[src/sync_serial_pkg.sv]
// Package with register map, field layouts, codes and state for the transmit serial block.
package sync_serial_pkg;
  localparam logic [31:0] CTRL_ADDR = 32'hfffbc000;
  localparam logic [31:0] TCMR_ADDR = 32'hfffbc018;
  localparam logic [31:0] TFMR_ADDR = 32'hfffbc01c;
  localparam logic [31:0] RHR_ADDR  = 32'hfffbc020;
  localparam logic [31:0] THR_ADDR  = 32'hfffbc024;
  localparam logic [31:0] TSHR_ADDR = 32'hfffbc034;
  localparam logic [31:0] SR_ADDR   = 32'hfffbc040;

  localparam logic [1:0] SRC_DIV = 2'h0;
  localparam logic [1:0] SRC_RX  = 2'h1;
  localparam logic [1:0] SRC_PIN = 2'h2;
  localparam logic [2:0] CLK_OUT_NONE = 3'h0;
  localparam logic [2:0] CLK_OUT_CONT = 3'h1;
  localparam logic [2:0] CLK_OUT_XFER = 3'h2;
  localparam logic [1:0] GATE_LOW  = 2'h1;
  localparam logic [1:0] GATE_HIGH = 2'h2;
  localparam logic [3:0] START_CONT = 4'h0;
  localparam logic [3:0] START_RX   = 4'h1;
  localparam logic [3:0] START_LOW  = 4'h2;
  localparam logic [3:0] START_HIGH = 4'h3;
  localparam logic [3:0] START_FALL = 4'h4;
  localparam logic [3:0] START_RISE = 4'h5;
  localparam logic [3:0] START_CHG  = 4'h6;
  localparam logic [3:0] START_EDGE = 4'h7;
  localparam logic [2:0] SYNC_OUT_NONE = 3'h0;
  localparam logic [2:0] SYNC_OUT_NEG  = 3'h1;
  localparam logic [2:0] SYNC_OUT_POS  = 3'h2;
  localparam logic [2:0] SYNC_OUT_LOW  = 3'h3;
  localparam logic [2:0] SYNC_OUT_HIGH = 3'h4;
  localparam logic [2:0] SYNC_OUT_TOG  = 3'h5;
  localparam logic [4:0] LEN_BYTE_MAX = 5'h07;
  localparam logic [4:0] LEN_HALF_MAX = 5'h0f;
  localparam logic [1:0] DMA_BYTE = 2'h0;
  localparam logic [1:0] DMA_HALF = 2'h1;
  localparam logic [1:0] DMA_WORD = 2'h2;
  localparam int SR_TXRDY = 0;
  localparam int SR_TXEMPTY = 1;
  localparam int SR_TX_SYNC = 10;
  localparam int SR_RX_SYNC = 11;
  localparam int SR_TXEN = 16;
  localparam int CTRL_TXEN = 0;

  typedef struct packed {
    logic [7:0] period;
    logic [7:0] start_delay;
    logic [3:0] rsv;
    logic [3:0] start;
    logic [1:0] clock_gating_select;
    logic       clock_invert;
    logic [2:0] clock_output_mode;
    logic [1:0] clock_source_select;
  } tx_clock_mode_t;

  typedef struct packed {
    logic [6:0] rsv3;
    logic       frame_sync_edge_select;
    logic       frame_sync_data_enable;
    logic [2:0] frame_sync_output_select;
    logic [3:0] frame_sync_length;
    logic [3:0] rsv2;
    logic [3:0] words_per_frame;
    logic       bit_order;
    logic       rsv1;
    logic       idle_data_level;
    logic [4:0] word_length;
  } tx_frame_mode_t;

  typedef enum logic [3:0] {
    st_idle = 4'h1,
    st_wait = 4'h2,
    st_delay = 4'h4,
    st_data = 4'h8
  } tx_state_t;

  typedef struct packed {
    tx_state_t      st;
    tx_clock_mode_t tcmr;
    tx_frame_mode_t tfmr;
    logic           tx_enable;
    logic [31:0]    thr;
    logic           thr_full;
    logic [15:0]    tshr;
    logic [31:0]    shreg;
    logic [31:0]    rx_word;
    logic [31:0]    rdata;
    logic [4:0]     bit_idx;
    logic [4:0]     bit_cnt;
    logic [3:0]     word_cnt;
    logic [7:0]     dly;
    logic [3:0]     sync_cnt;
    logic [3:0]     fs_cnt;
    logic [8:0]     per_cnt;
    logic           fs_tog;
    logic           clk_q;
    logic           tf_q;
    logic           tf_samp;
    logic           rf_q;
    logic           ck_out;
    logic           fs_out;
    logic           td_out;
    logic           tx_sync_flag;
    logic           rx_sync_flag;
    logic [1:0]     dma_size;
  } tx_regs_t;
endpackage : sync_serial_pkg

[src/sync_serial_tx.sv]
// Transmit clock/frame engine of a synchronous serial controller with its register port.
// Function
// - bit clock from divided clock, receive clock or clock pin by select code.
// - clock pin input only, continuous output, or output only during transfers.
// - inversion swaps the shifting edge and frame sync sampling edge.
// - inversion never affects the clock driven on the pin.
// - clock gating off, or clock runs only while frame sync low or high.
// - start code zero sends when holding register written, words back to back.
// - other start codes use receiver start or frame sync levels and edges.
// - nonzero start delay waits that many transmit clocks, also for receiver start.
// - a short delay lets data words replace the remaining sync data bits.
// - nonzero period makes a frame sync every 2*(period+1) transmit clocks.
// - each word carries word length plus one bits; zero is forbidden.
// - DMA moves bytes, half-words or words according to word length.
// - data line idles at the idle level; open-drain drives only a one.
// - bit order selects least or most significant bit first.
// - each start sends words per frame plus one words; under start code zero it stops early once the holding register is empty.
// - frame sync length sets sync duration and sync data bit count.
// - frame sync pin input only, pulses, transfer levels or toggle by code.
// - sync data enable sends the sync holding register during the start delay.
// - transmit sync event on rising or falling frame sync edge by select.
// - receive sync event on rising or falling receive frame sync edge.
// - received words stand right aligned in the receive holding register.
// - transmit sync flag stays set until software reads the status.
module sync_serial_tx (
  input  wire logic        mclk,
  input  wire logic        rst,
  input  wire logic [31:0] addr,
  input  wire logic [31:0] wdata,
  input  wire logic        wr,
  input  wire logic        rd,
  output logic      [31:0] rdata,
  input  wire logic        div_clock,
  input  wire logic        rx_clock,
  input  wire logic        rx_start,
  input  wire logic        tx_clock_pin_in,
  output logic             tx_clock_pin_out,
  output logic             tx_clock_pin_oe,
  input  wire logic        tx_frame_sync_pin_in,
  output logic             tx_frame_sync_pin_out,
  output logic             tx_frame_sync_pin_oe,
  output logic             tx_data_pin_out,
  output logic             tx_data_pin_oe,
  input  wire logic        tx_data_open_drain,
  input  wire logic        rx_frame_sync_pin_in,
  input  wire logic        rx_edge_select,
  input  wire logic        rx_word_valid,
  input  wire logic [31:0] rx_word_in,
  input  wire logic [4:0]  rx_word_length,
  output sync_serial_pkg::tx_regs_t regs_unused_n,
  output logic      [1:0]  dma_size
);
  import sync_serial_pkg::*;

  tx_regs_t s;
  tx_regs_t next_s;
  logic     clk_lvl;
  logic     tf_lvl;
  logic     gate_ok;
  logic     rise;
  logic     fall;
  logic     shift_ev;
  logic     samp_ev;
  logic     start_ev;
  logic     load;
  logic     sr_read;
  logic     tx_edge;
  logic     rx_edge;
  logic [31:0] status;

  function automatic logic [4:0] first_bit(input logic msb_first, input logic [4:0] len);
    first_bit = msb_first ? len : 5'h00;
  endfunction : first_bit

  function automatic logic [31:0] right_align(input logic [31:0] w, input logic [4:0] len);
    logic [31:0] m;
    m = 32'hffffffff >> (5'h1f - len);
    right_align = w & m;
  endfunction : right_align

  function automatic logic [1:0] dma_unit(input logic [4:0] len);
    if (len <= LEN_BYTE_MAX) begin
      dma_unit = DMA_BYTE;
    end else if (len <= LEN_HALF_MAX) begin
      dma_unit = DMA_HALF;
    end else begin
      dma_unit = DMA_WORD;
    end
  endfunction : dma_unit

  always_comb begin
    next_s = s;
    load = 1'b0;
    start_ev = 1'b0;
    case (s.tcmr.clock_source_select)
      SRC_DIV: clk_lvl = div_clock;
      SRC_RX:  clk_lvl = rx_clock;
      SRC_PIN: clk_lvl = tx_clock_pin_in;
      default: clk_lvl = 1'b0;
    endcase
    tf_lvl = (s.tfmr.frame_sync_output_select != SYNC_OUT_NONE) ? s.fs_out : tx_frame_sync_pin_in;
    case (s.tcmr.clock_gating_select)
      GATE_LOW:  gate_ok = ~tf_lvl;
      GATE_HIGH: gate_ok = tf_lvl;
      default:  gate_ok = 1'b1;
    endcase
    rise = clk_lvl & ~s.clk_q & gate_ok;
    fall = ~clk_lvl & s.clk_q & gate_ok;
    shift_ev = s.tcmr.clock_invert ? rise : fall;
    samp_ev = s.tcmr.clock_invert ? fall : rise;
    next_s.clk_q = clk_lvl;
    next_s.tf_q = tf_lvl;
    if (samp_ev) begin
      next_s.tf_samp = tf_lvl;
    end
    // The pin sees the selected clock before inversion.
    case (s.tcmr.clock_output_mode)
      CLK_OUT_CONT: next_s.ck_out = clk_lvl;
      CLK_OUT_XFER: next_s.ck_out = clk_lvl & (s.st == st_data);
      default:  next_s.ck_out = 1'b0;
    endcase
    case (s.tcmr.start)
      START_CONT: start_ev = s.thr_full;
      START_RX:   start_ev = rx_start;
      START_LOW:  start_ev = samp_ev & ~tf_lvl;
      START_HIGH: start_ev = samp_ev & tf_lvl;
      START_FALL: start_ev = samp_ev & s.tf_samp & ~tf_lvl;
      START_RISE: start_ev = samp_ev & ~s.tf_samp & tf_lvl;
      START_CHG:  start_ev = samp_ev & (s.tf_samp != tf_lvl);
      START_EDGE: start_ev = s.tf_q != tf_lvl;
      default:    start_ev = 1'b0;
    endcase
    if (shift_ev && s.fs_cnt != 4'h0) begin
      next_s.fs_cnt = s.fs_cnt - 4'h1;
    end
    if (shift_ev && s.tcmr.period != 8'h00) begin
      if (s.per_cnt >= {s.tcmr.period, 1'b1}) begin
        next_s.per_cnt = 9'h000;
        next_s.fs_cnt = s.tfmr.frame_sync_length;
        next_s.fs_tog = ~s.fs_tog;
      end else begin
        next_s.per_cnt = s.per_cnt + 9'h001;
      end
    end
    case (s.st)
      st_idle: begin
        next_s.td_out = s.tfmr.idle_data_level;
        if (s.tx_enable) begin
          next_s.st = st_wait;
        end
      end
      st_wait: begin
        if (shift_ev) begin
          next_s.td_out = s.tfmr.idle_data_level;
        end
        if (start_ev) begin
          next_s.word_cnt = 4'h0;
          next_s.dly = 8'h00;
          next_s.sync_cnt = 4'h0;
          next_s.fs_cnt = s.tfmr.frame_sync_length;
          next_s.fs_tog = ~s.fs_tog;
          if (s.tcmr.start_delay != 8'h00) begin
            next_s.st = st_delay;
          end else begin
            next_s.st = st_data;
            load = 1'b1;
          end
        end
      end
      st_delay: begin
        if (shift_ev) begin
          if (s.tfmr.frame_sync_data_enable
              && s.sync_cnt < s.tfmr.frame_sync_length) begin
            next_s.td_out = s.tshr[s.sync_cnt];
            next_s.sync_cnt = s.sync_cnt + 4'h1;
          end else begin
            next_s.td_out = s.tfmr.idle_data_level;
          end
          next_s.dly = s.dly + 8'h01;
          if (s.dly + 8'h01 >= s.tcmr.start_delay) begin
            next_s.st = st_data;
            load = 1'b1;
          end
        end
      end
      st_data: begin
        if (shift_ev) begin
          next_s.td_out = s.shreg[s.bit_idx];
          next_s.bit_cnt = s.bit_cnt + 5'h01;
          next_s.bit_idx = s.tfmr.bit_order ? s.bit_idx - 5'h01 : s.bit_idx + 5'h01;
          if (s.bit_cnt >= s.tfmr.word_length) begin
            if (s.word_cnt >= s.tfmr.words_per_frame) begin
              next_s.st = st_wait;
            end else if (s.tcmr.start == START_CONT && !s.thr_full) begin
              next_s.st = st_wait;
            end else begin
              next_s.word_cnt = s.word_cnt + 4'h1;
              load = 1'b1;
            end
          end
        end
      end
      default: next_s.st = st_idle;
    endcase
    if (load) begin
      next_s.shreg = s.thr;
      next_s.thr_full = 1'b0;
      next_s.bit_cnt = 5'h00;
      next_s.bit_idx = first_bit(s.tfmr.bit_order, s.tfmr.word_length);
    end
    if (!s.tx_enable) begin
      next_s.st = st_idle;
    end
    case (s.tfmr.frame_sync_output_select)
      SYNC_OUT_NEG:  next_s.fs_out = s.fs_cnt == 4'h0;
      SYNC_OUT_POS:  next_s.fs_out = s.fs_cnt != 4'h0;
      SYNC_OUT_LOW:  next_s.fs_out = s.st != st_data;
      SYNC_OUT_HIGH: next_s.fs_out = s.st == st_data;
      SYNC_OUT_TOG:  next_s.fs_out = s.fs_tog;
      default:   next_s.fs_out = 1'b0;
    endcase
    tx_edge = s.tfmr.frame_sync_edge_select ? (s.tf_q & ~tf_lvl) : (~s.tf_q & tf_lvl);
    rx_edge = rx_edge_select ? (s.rf_q & ~rx_frame_sync_pin_in)
                             : (~s.rf_q & rx_frame_sync_pin_in);
    next_s.rf_q = rx_frame_sync_pin_in;
    sr_read = rd && addr == SR_ADDR;
    // A new event in the clearing cycle keeps the flag set.
    next_s.tx_sync_flag = (s.tx_sync_flag & ~sr_read) | tx_edge;
    next_s.rx_sync_flag = (s.rx_sync_flag & ~sr_read) | rx_edge;
    if (rx_word_valid) begin
      next_s.rx_word = right_align(rx_word_in, rx_word_length);
    end
    next_s.dma_size = dma_unit(s.tfmr.word_length);
    status = 32'h00000000;
    status[SR_TXRDY] = ~s.thr_full;
    status[SR_TXEMPTY] = ~s.thr_full & (s.st != st_data) & (s.st != st_delay);
    status[SR_TX_SYNC] = s.tx_sync_flag;
    status[SR_RX_SYNC] = s.rx_sync_flag;
    status[SR_TXEN] = s.tx_enable;
    next_s.rdata = 32'h00000000;
    if (rd) begin
      case (addr)
        CTRL_ADDR: next_s.rdata[CTRL_TXEN] = s.tx_enable;
        TCMR_ADDR: next_s.rdata = s.tcmr;
        TFMR_ADDR: next_s.rdata = s.tfmr;
        RHR_ADDR:  next_s.rdata = s.rx_word;
        TSHR_ADDR: next_s.rdata = {16'h0000, s.tshr};
        SR_ADDR:   next_s.rdata = status;
        default:   next_s.rdata = 32'h00000000;
      endcase
    end
    if (wr) begin
      case (addr)
        CTRL_ADDR: next_s.tx_enable = wdata[CTRL_TXEN];
        TCMR_ADDR: begin
          next_s.tcmr = wdata;
          next_s.tcmr.rsv = 4'h0;
        end
        TFMR_ADDR: begin
          next_s.tfmr = wdata;
          next_s.tfmr.rsv1 = 1'b0;
          next_s.tfmr.rsv2 = 4'h0;
          next_s.tfmr.rsv3 = 7'h00;
        end
        THR_ADDR: begin
          next_s.thr = wdata;
          next_s.thr_full = 1'b1;
        end
        TSHR_ADDR: next_s.tshr = wdata[15:0];
        default: ;
      endcase
    end
  end

  always_ff @(posedge mclk) begin
    if (rst) begin
      s <= '0;
      s.st <= st_idle;
    end else begin
      s <= next_s;
    end
  end

  assign rdata = s.rdata;
  assign regs_unused_n = s;
  assign dma_size = s.dma_size;
  assign tx_clock_pin_out = s.ck_out;
  assign tx_clock_pin_oe = s.tcmr.clock_output_mode == CLK_OUT_CONT
                         || s.tcmr.clock_output_mode == CLK_OUT_XFER;
  assign tx_frame_sync_pin_out = s.fs_out;
  assign tx_frame_sync_pin_oe = s.tfmr.frame_sync_output_select != SYNC_OUT_NONE
                              && s.tfmr.frame_sync_output_select <= SYNC_OUT_TOG;
  assign tx_data_pin_out = s.td_out;
  assign tx_data_pin_oe = ~tx_data_open_drain | s.td_out;
endmodule : sync_serial_tx
[config.mk]
export PLATFORM = sky130hd
export DESIGN_NAME = sync_serial_tx
export DESIGN_NICKNAME = d
export VERILOG_FILES = /design/src/sync_serial_pkg.sv /design/src/sync_serial_tx.sv
export SDC_FILE = /design/constraint.sdc
export NUM_CORES = 1
export LEC_CHECK = 0
export BUFFER_PORTS_ARGS = -buffer_cell sky130_fd_sc_hd__buf_2
export CAP_MARGIN = 10
export CORE_MARGIN = 2
export CORE_UTILIZATION = 46
export DETAILED_ROUTE_END_ITERATION = 16
export PLACE_DENSITY = 0.77
export SYNTH_ARGS = -nofsm -noshare
export SYNTH_HDL_FRONTEND = slang
export SYNTH_SLANG_ARGS = --single-unit
[constraint.sdc]
create_clock -name mclk -period 3.4 [get_ports mclk]
set_clock_uncertainty 0.15 [all_clocks]
set_input_delay 0.17 -clock mclk [delete_from_list [all_inputs] [get_ports mclk]]
set_output_delay 0.17 -clock mclk [all_outputs]
set_load 0.03 [all_outputs]
==> flow_metrics.env <==
export IMPL_outcome="complete, no violations"
export IMPL_ys_top_cells_by_count="dfxtp_1, nand2_1, nor2_1"
export IMPL_intPower_mw=5.267
export IMPL_fin_crit_ns=3.240
export IMPL_synth_warnings=0
export IMPL_worst_pin_slew_ns=0.9603
export IMPL_grt_max_degree=78
export IMPL_met2_usage=0.5355
export IMPL_grt_pass1_vias=11880
export IMPL_overflow=0
export IMPL_final_area_um2=16470
export IMPL_fin_nets=1989
export IMPL_cp_end_kind="flip-flop"
export IMPL_cap_violations=0
export IMPL_synth_top_cell_area_share=0.4044
export IMPL_clkSlewWorstSetupHoldPaths_ns=0.06
export IMPL_port_buffers=402
export IMPL_max_clock_freq_mhz=308.7
export IMPL_fin_crit_sh=0.9528
export IMPL_die_w_um=167.7
export IMPL_place_area_um2=14440
export IMPL_synth_ff_latch_count=249
export IMPL_antenna_found_initial=2
export IMPL_clock_latency_ns=0.54
export IMPL_totalWireLength_mm=46.90
export IMPL_setup_tns_ns=0
export IMPL_grt_pass1_wl_mm=69.58
export IMPL_yosysSeqAreaShare=0.4044
export IMPL_use_met3=0.07114
export IMPL_detailedRoute_firstPassIterationCount=6
export IMPL_die_h_um=167.7
export IMPL_fp_row_count=59
export IMPL_synthArstFlopShare=0
export IMPL_postCtsSetupRepairBufs=0
export IMPL_p_leak_nw=7.590
export IMPL_comb_power_share=0.065
export IMPL_ant_nets=0
export IMPL_setup_viol=0
export IMPL_seqCellArea_um2=4989
export IMPL_vias=12540
export IMPL_grtUsageTotal=0.3187
export IMPL_grtUsageMet1=0.4024
export IMPL_dpl_hpwl_mm=34.87
export IMPL_synth_area_um2=12330
export IMPL_ios=419
export IMPL_htree_levels=1
export IMPL_slew_viol_final=0
export IMPL_busiest_layer="met2"
export IMPL_synth_most_common_cell="dfxtp_1"
export IMPL_yosys_most_used_dff="dfxtp_1"
export IMPL_yosysTopAreaCell="dfxtp_1"
export IMPL_holdCritStartpoint="rx_word_length[0]"
export IMPL_synth_enable_flop_cells=0
export IMPL_synthTopCellsByArea="dfxtp_1, mux2i_1, nand2_1"
export IMPL_critical_path_arrival_ns=3.54
export IMPL_path_class="flip-flop to flip-flop"
export IMPL_drive_gt1_frac=0.2995
export IMPL_peakVddDrop_mv=0.3840
export IMPL_crit_fanout=11
export IMPL_core_um2=26210
export IMPL_clock_sinks=249
export IMPL_slew_headroom=0.3591
export IMPL_final_hold_violation_count=0
export IMPL_p_total_mw=6.819
export IMPL_critical_path_required_ns=3.70
export IMPL_gp_congestion=0.9367
export IMPL_multiInputGateArea_um2=6520
export IMPL_hold_path_class="input pin to flip-flop"
export IMPL_num_antenna_cells=0
export IMPL_switchingPower_mw=1.552
export IMPL_p_clk_frac=0.501
export IMPL_cp_start_kind="flip-flop"
export IMPL_rrSetupSlack_ns=0.16
export IMPL_r2r_start="regs_unused_n[29]"
export IMPL_die_area_um2=28120
export IMPL_wl_per_cell_um=21.43
export IMPL_cts_buffers_inserted=27
export IMPL_power_frac_seq=0.434
export IMPL_cts_root_buf="clkbuf_16"
export IMPL_power_switching_share=0.2276
export IMPL_viasPerCell=5.731
export IMPL_floorplan_initialDensity=0.4704
export IMPL_dr_first_iter_drc_count=1273
export IMPL_cts_path_max_buffers=3
export IMPL_area_growth_syn_to_layout_pct=33.58
export IMPL_power_density_nw_per_um2=414.1
export IMPL_ys_types=79
export IMPL_rsz0062_at_grt="no"
export IMPL_syn_avg_cell_area_um2=8.862
export IMPL_crit_start="regs_unused_n[29]"
export IMPL_fillerInstances=2166
export IMPL_cts_tree="done"
export IMPL_whs_ns=0.03362
export IMPL_drc=0
export IMPL_syn_inst=1391
## cell type report
class / count / area share
clock buffers: 35 / 0.04772
well taps: 335 / 0.02546
flip-flops and latches: 249 / 0.3030
multi-input cells: 977 / 0.3960
clock inverters: 15 / 0.01611
inverters: 42 / 0.009574
repair buffers: 535 / 0.2022
## per-layer routing
metal	vias up	wire, µm	share of wire
li1	5718	-	-
met1	5991	18920	0.40
met2	714	22060	0.47
met3	115	4186	0.089
met4	2	1722	0.037
met5	-	13	0.00028
## worst max-delay path, stage by stage, from the launching register on
cell,delay [ns]
dfxtp_2,0.38
and3_4,0.22
and3_1,0.19
nand3_1,0.10
xnor2_1,0.21
ha_1,0.26
a2111oi_4,0.07
buf_4,0.14
a22oi_1,0.20
o21ai_2,0.10
buf_4,0.14
a2bb2oi_1,0.12
o32a_2,0.36
buf_12,0.17
buf_16,0.15
mux2i_2,0.19
## final timing paths
kind | endpoint | cells past startpoint
max | regs_unused_n[121] | 15
max reg2reg | regs_unused_n[121] | 15
min reg2reg | regs_unused_n[141] | 2
min | regs_unused_n[104] | 5
## placed cells by master, fill, tap and decap left out, types with 7 or more instances in the layout
cell	count
a21o_1	13
nor2_1	152
o211ai_1	12
a222oi_1	9
nor4_1	8
conb_1	16
mux4_2	15
mux2i_1	111
a21oi_1	78
nand3_1	31
clkbuf_8	8
nand2b_1	11
ha_1	41
mux2_2	13
inv_1	41
dfxtp_1	246
nand2_1	197
nor3_1	15
and3_1	16
dlygate4sd3_1	90
nand4_1	11
a32oi_1	9
o21ai_0	34
and2_1	10
xor2_1	13
xnor2_1	14
clkbuf_16	28
buf_4	37
nor2b_1	10
buf_2	401
bufinv_16	7
a22oi_1	28
## kinds of logic (layout without fill, tap and decap cells)
kind of cell / after synthesis / count (layout) / synth area share
buf+inv: 180 / 627 / 0.07582
other cells: 1 / 16 / 0.0003042
fa+ha+maj: 43 / 43 / 0.04425
xor+xnor: 27 / 27 / 0.01918
flops: 249 / 249 / 0.4044
mux: 141 / 141 / 0.1311
simple gates: 500 / 500 / 0.1871
compound gates: 250 / 250 / 0.1378
## timing repair
action | 4_1_cts | 5_1_grt
pin swaps | 0 | 0
resized for setup | 2 | 10
setup endpoints to repair | 36 | 42
hold buffers | 90 | 0
cloned | 0 | 1
endpoints found under the hold margin | 144 | 0
## registers in the layout, indices dropped and copies added, names as in the netlist
signal and cells:
regs_unused_n 212, dma_size 2, tx_data_pin_out 1, tx_frame_sync_pin_out 1
rdata 32, tx_clock_pin_out 1
## stage by stage
stage / worst slack [ns] / utilization / cells
6_report: 0.1605 / 0.6283 / 2188
2_1_floorplan: 0.03268 / - / 1406
4_1_cts: 0.01144 / 0.6256 / 2187
5_1_grt: 0.01739 / 0.6283 / 2188
3_5_place_dp: -0.08402 / 0.5511 / 2047
3_3_place_gp: 0.1024 / 0.5511 / 2047
## power groups by stage
stage | logic [mW] | registers [mW] | clock network, mW
2_1_floorplan | 0.161 | 3.05 | 0
3_3_place_gp | 0.353 | 3.02 | 0
3_5_place_dp | 0.354 | 3.02 | 0
4_1_cts | 0.433 | 2.96 | 3.42
5_1_grt | 0.467 | 2.96 | 3.55
6_report | 0.444 | 2.96 | 3.42
(Power assumes the default switching activity.)
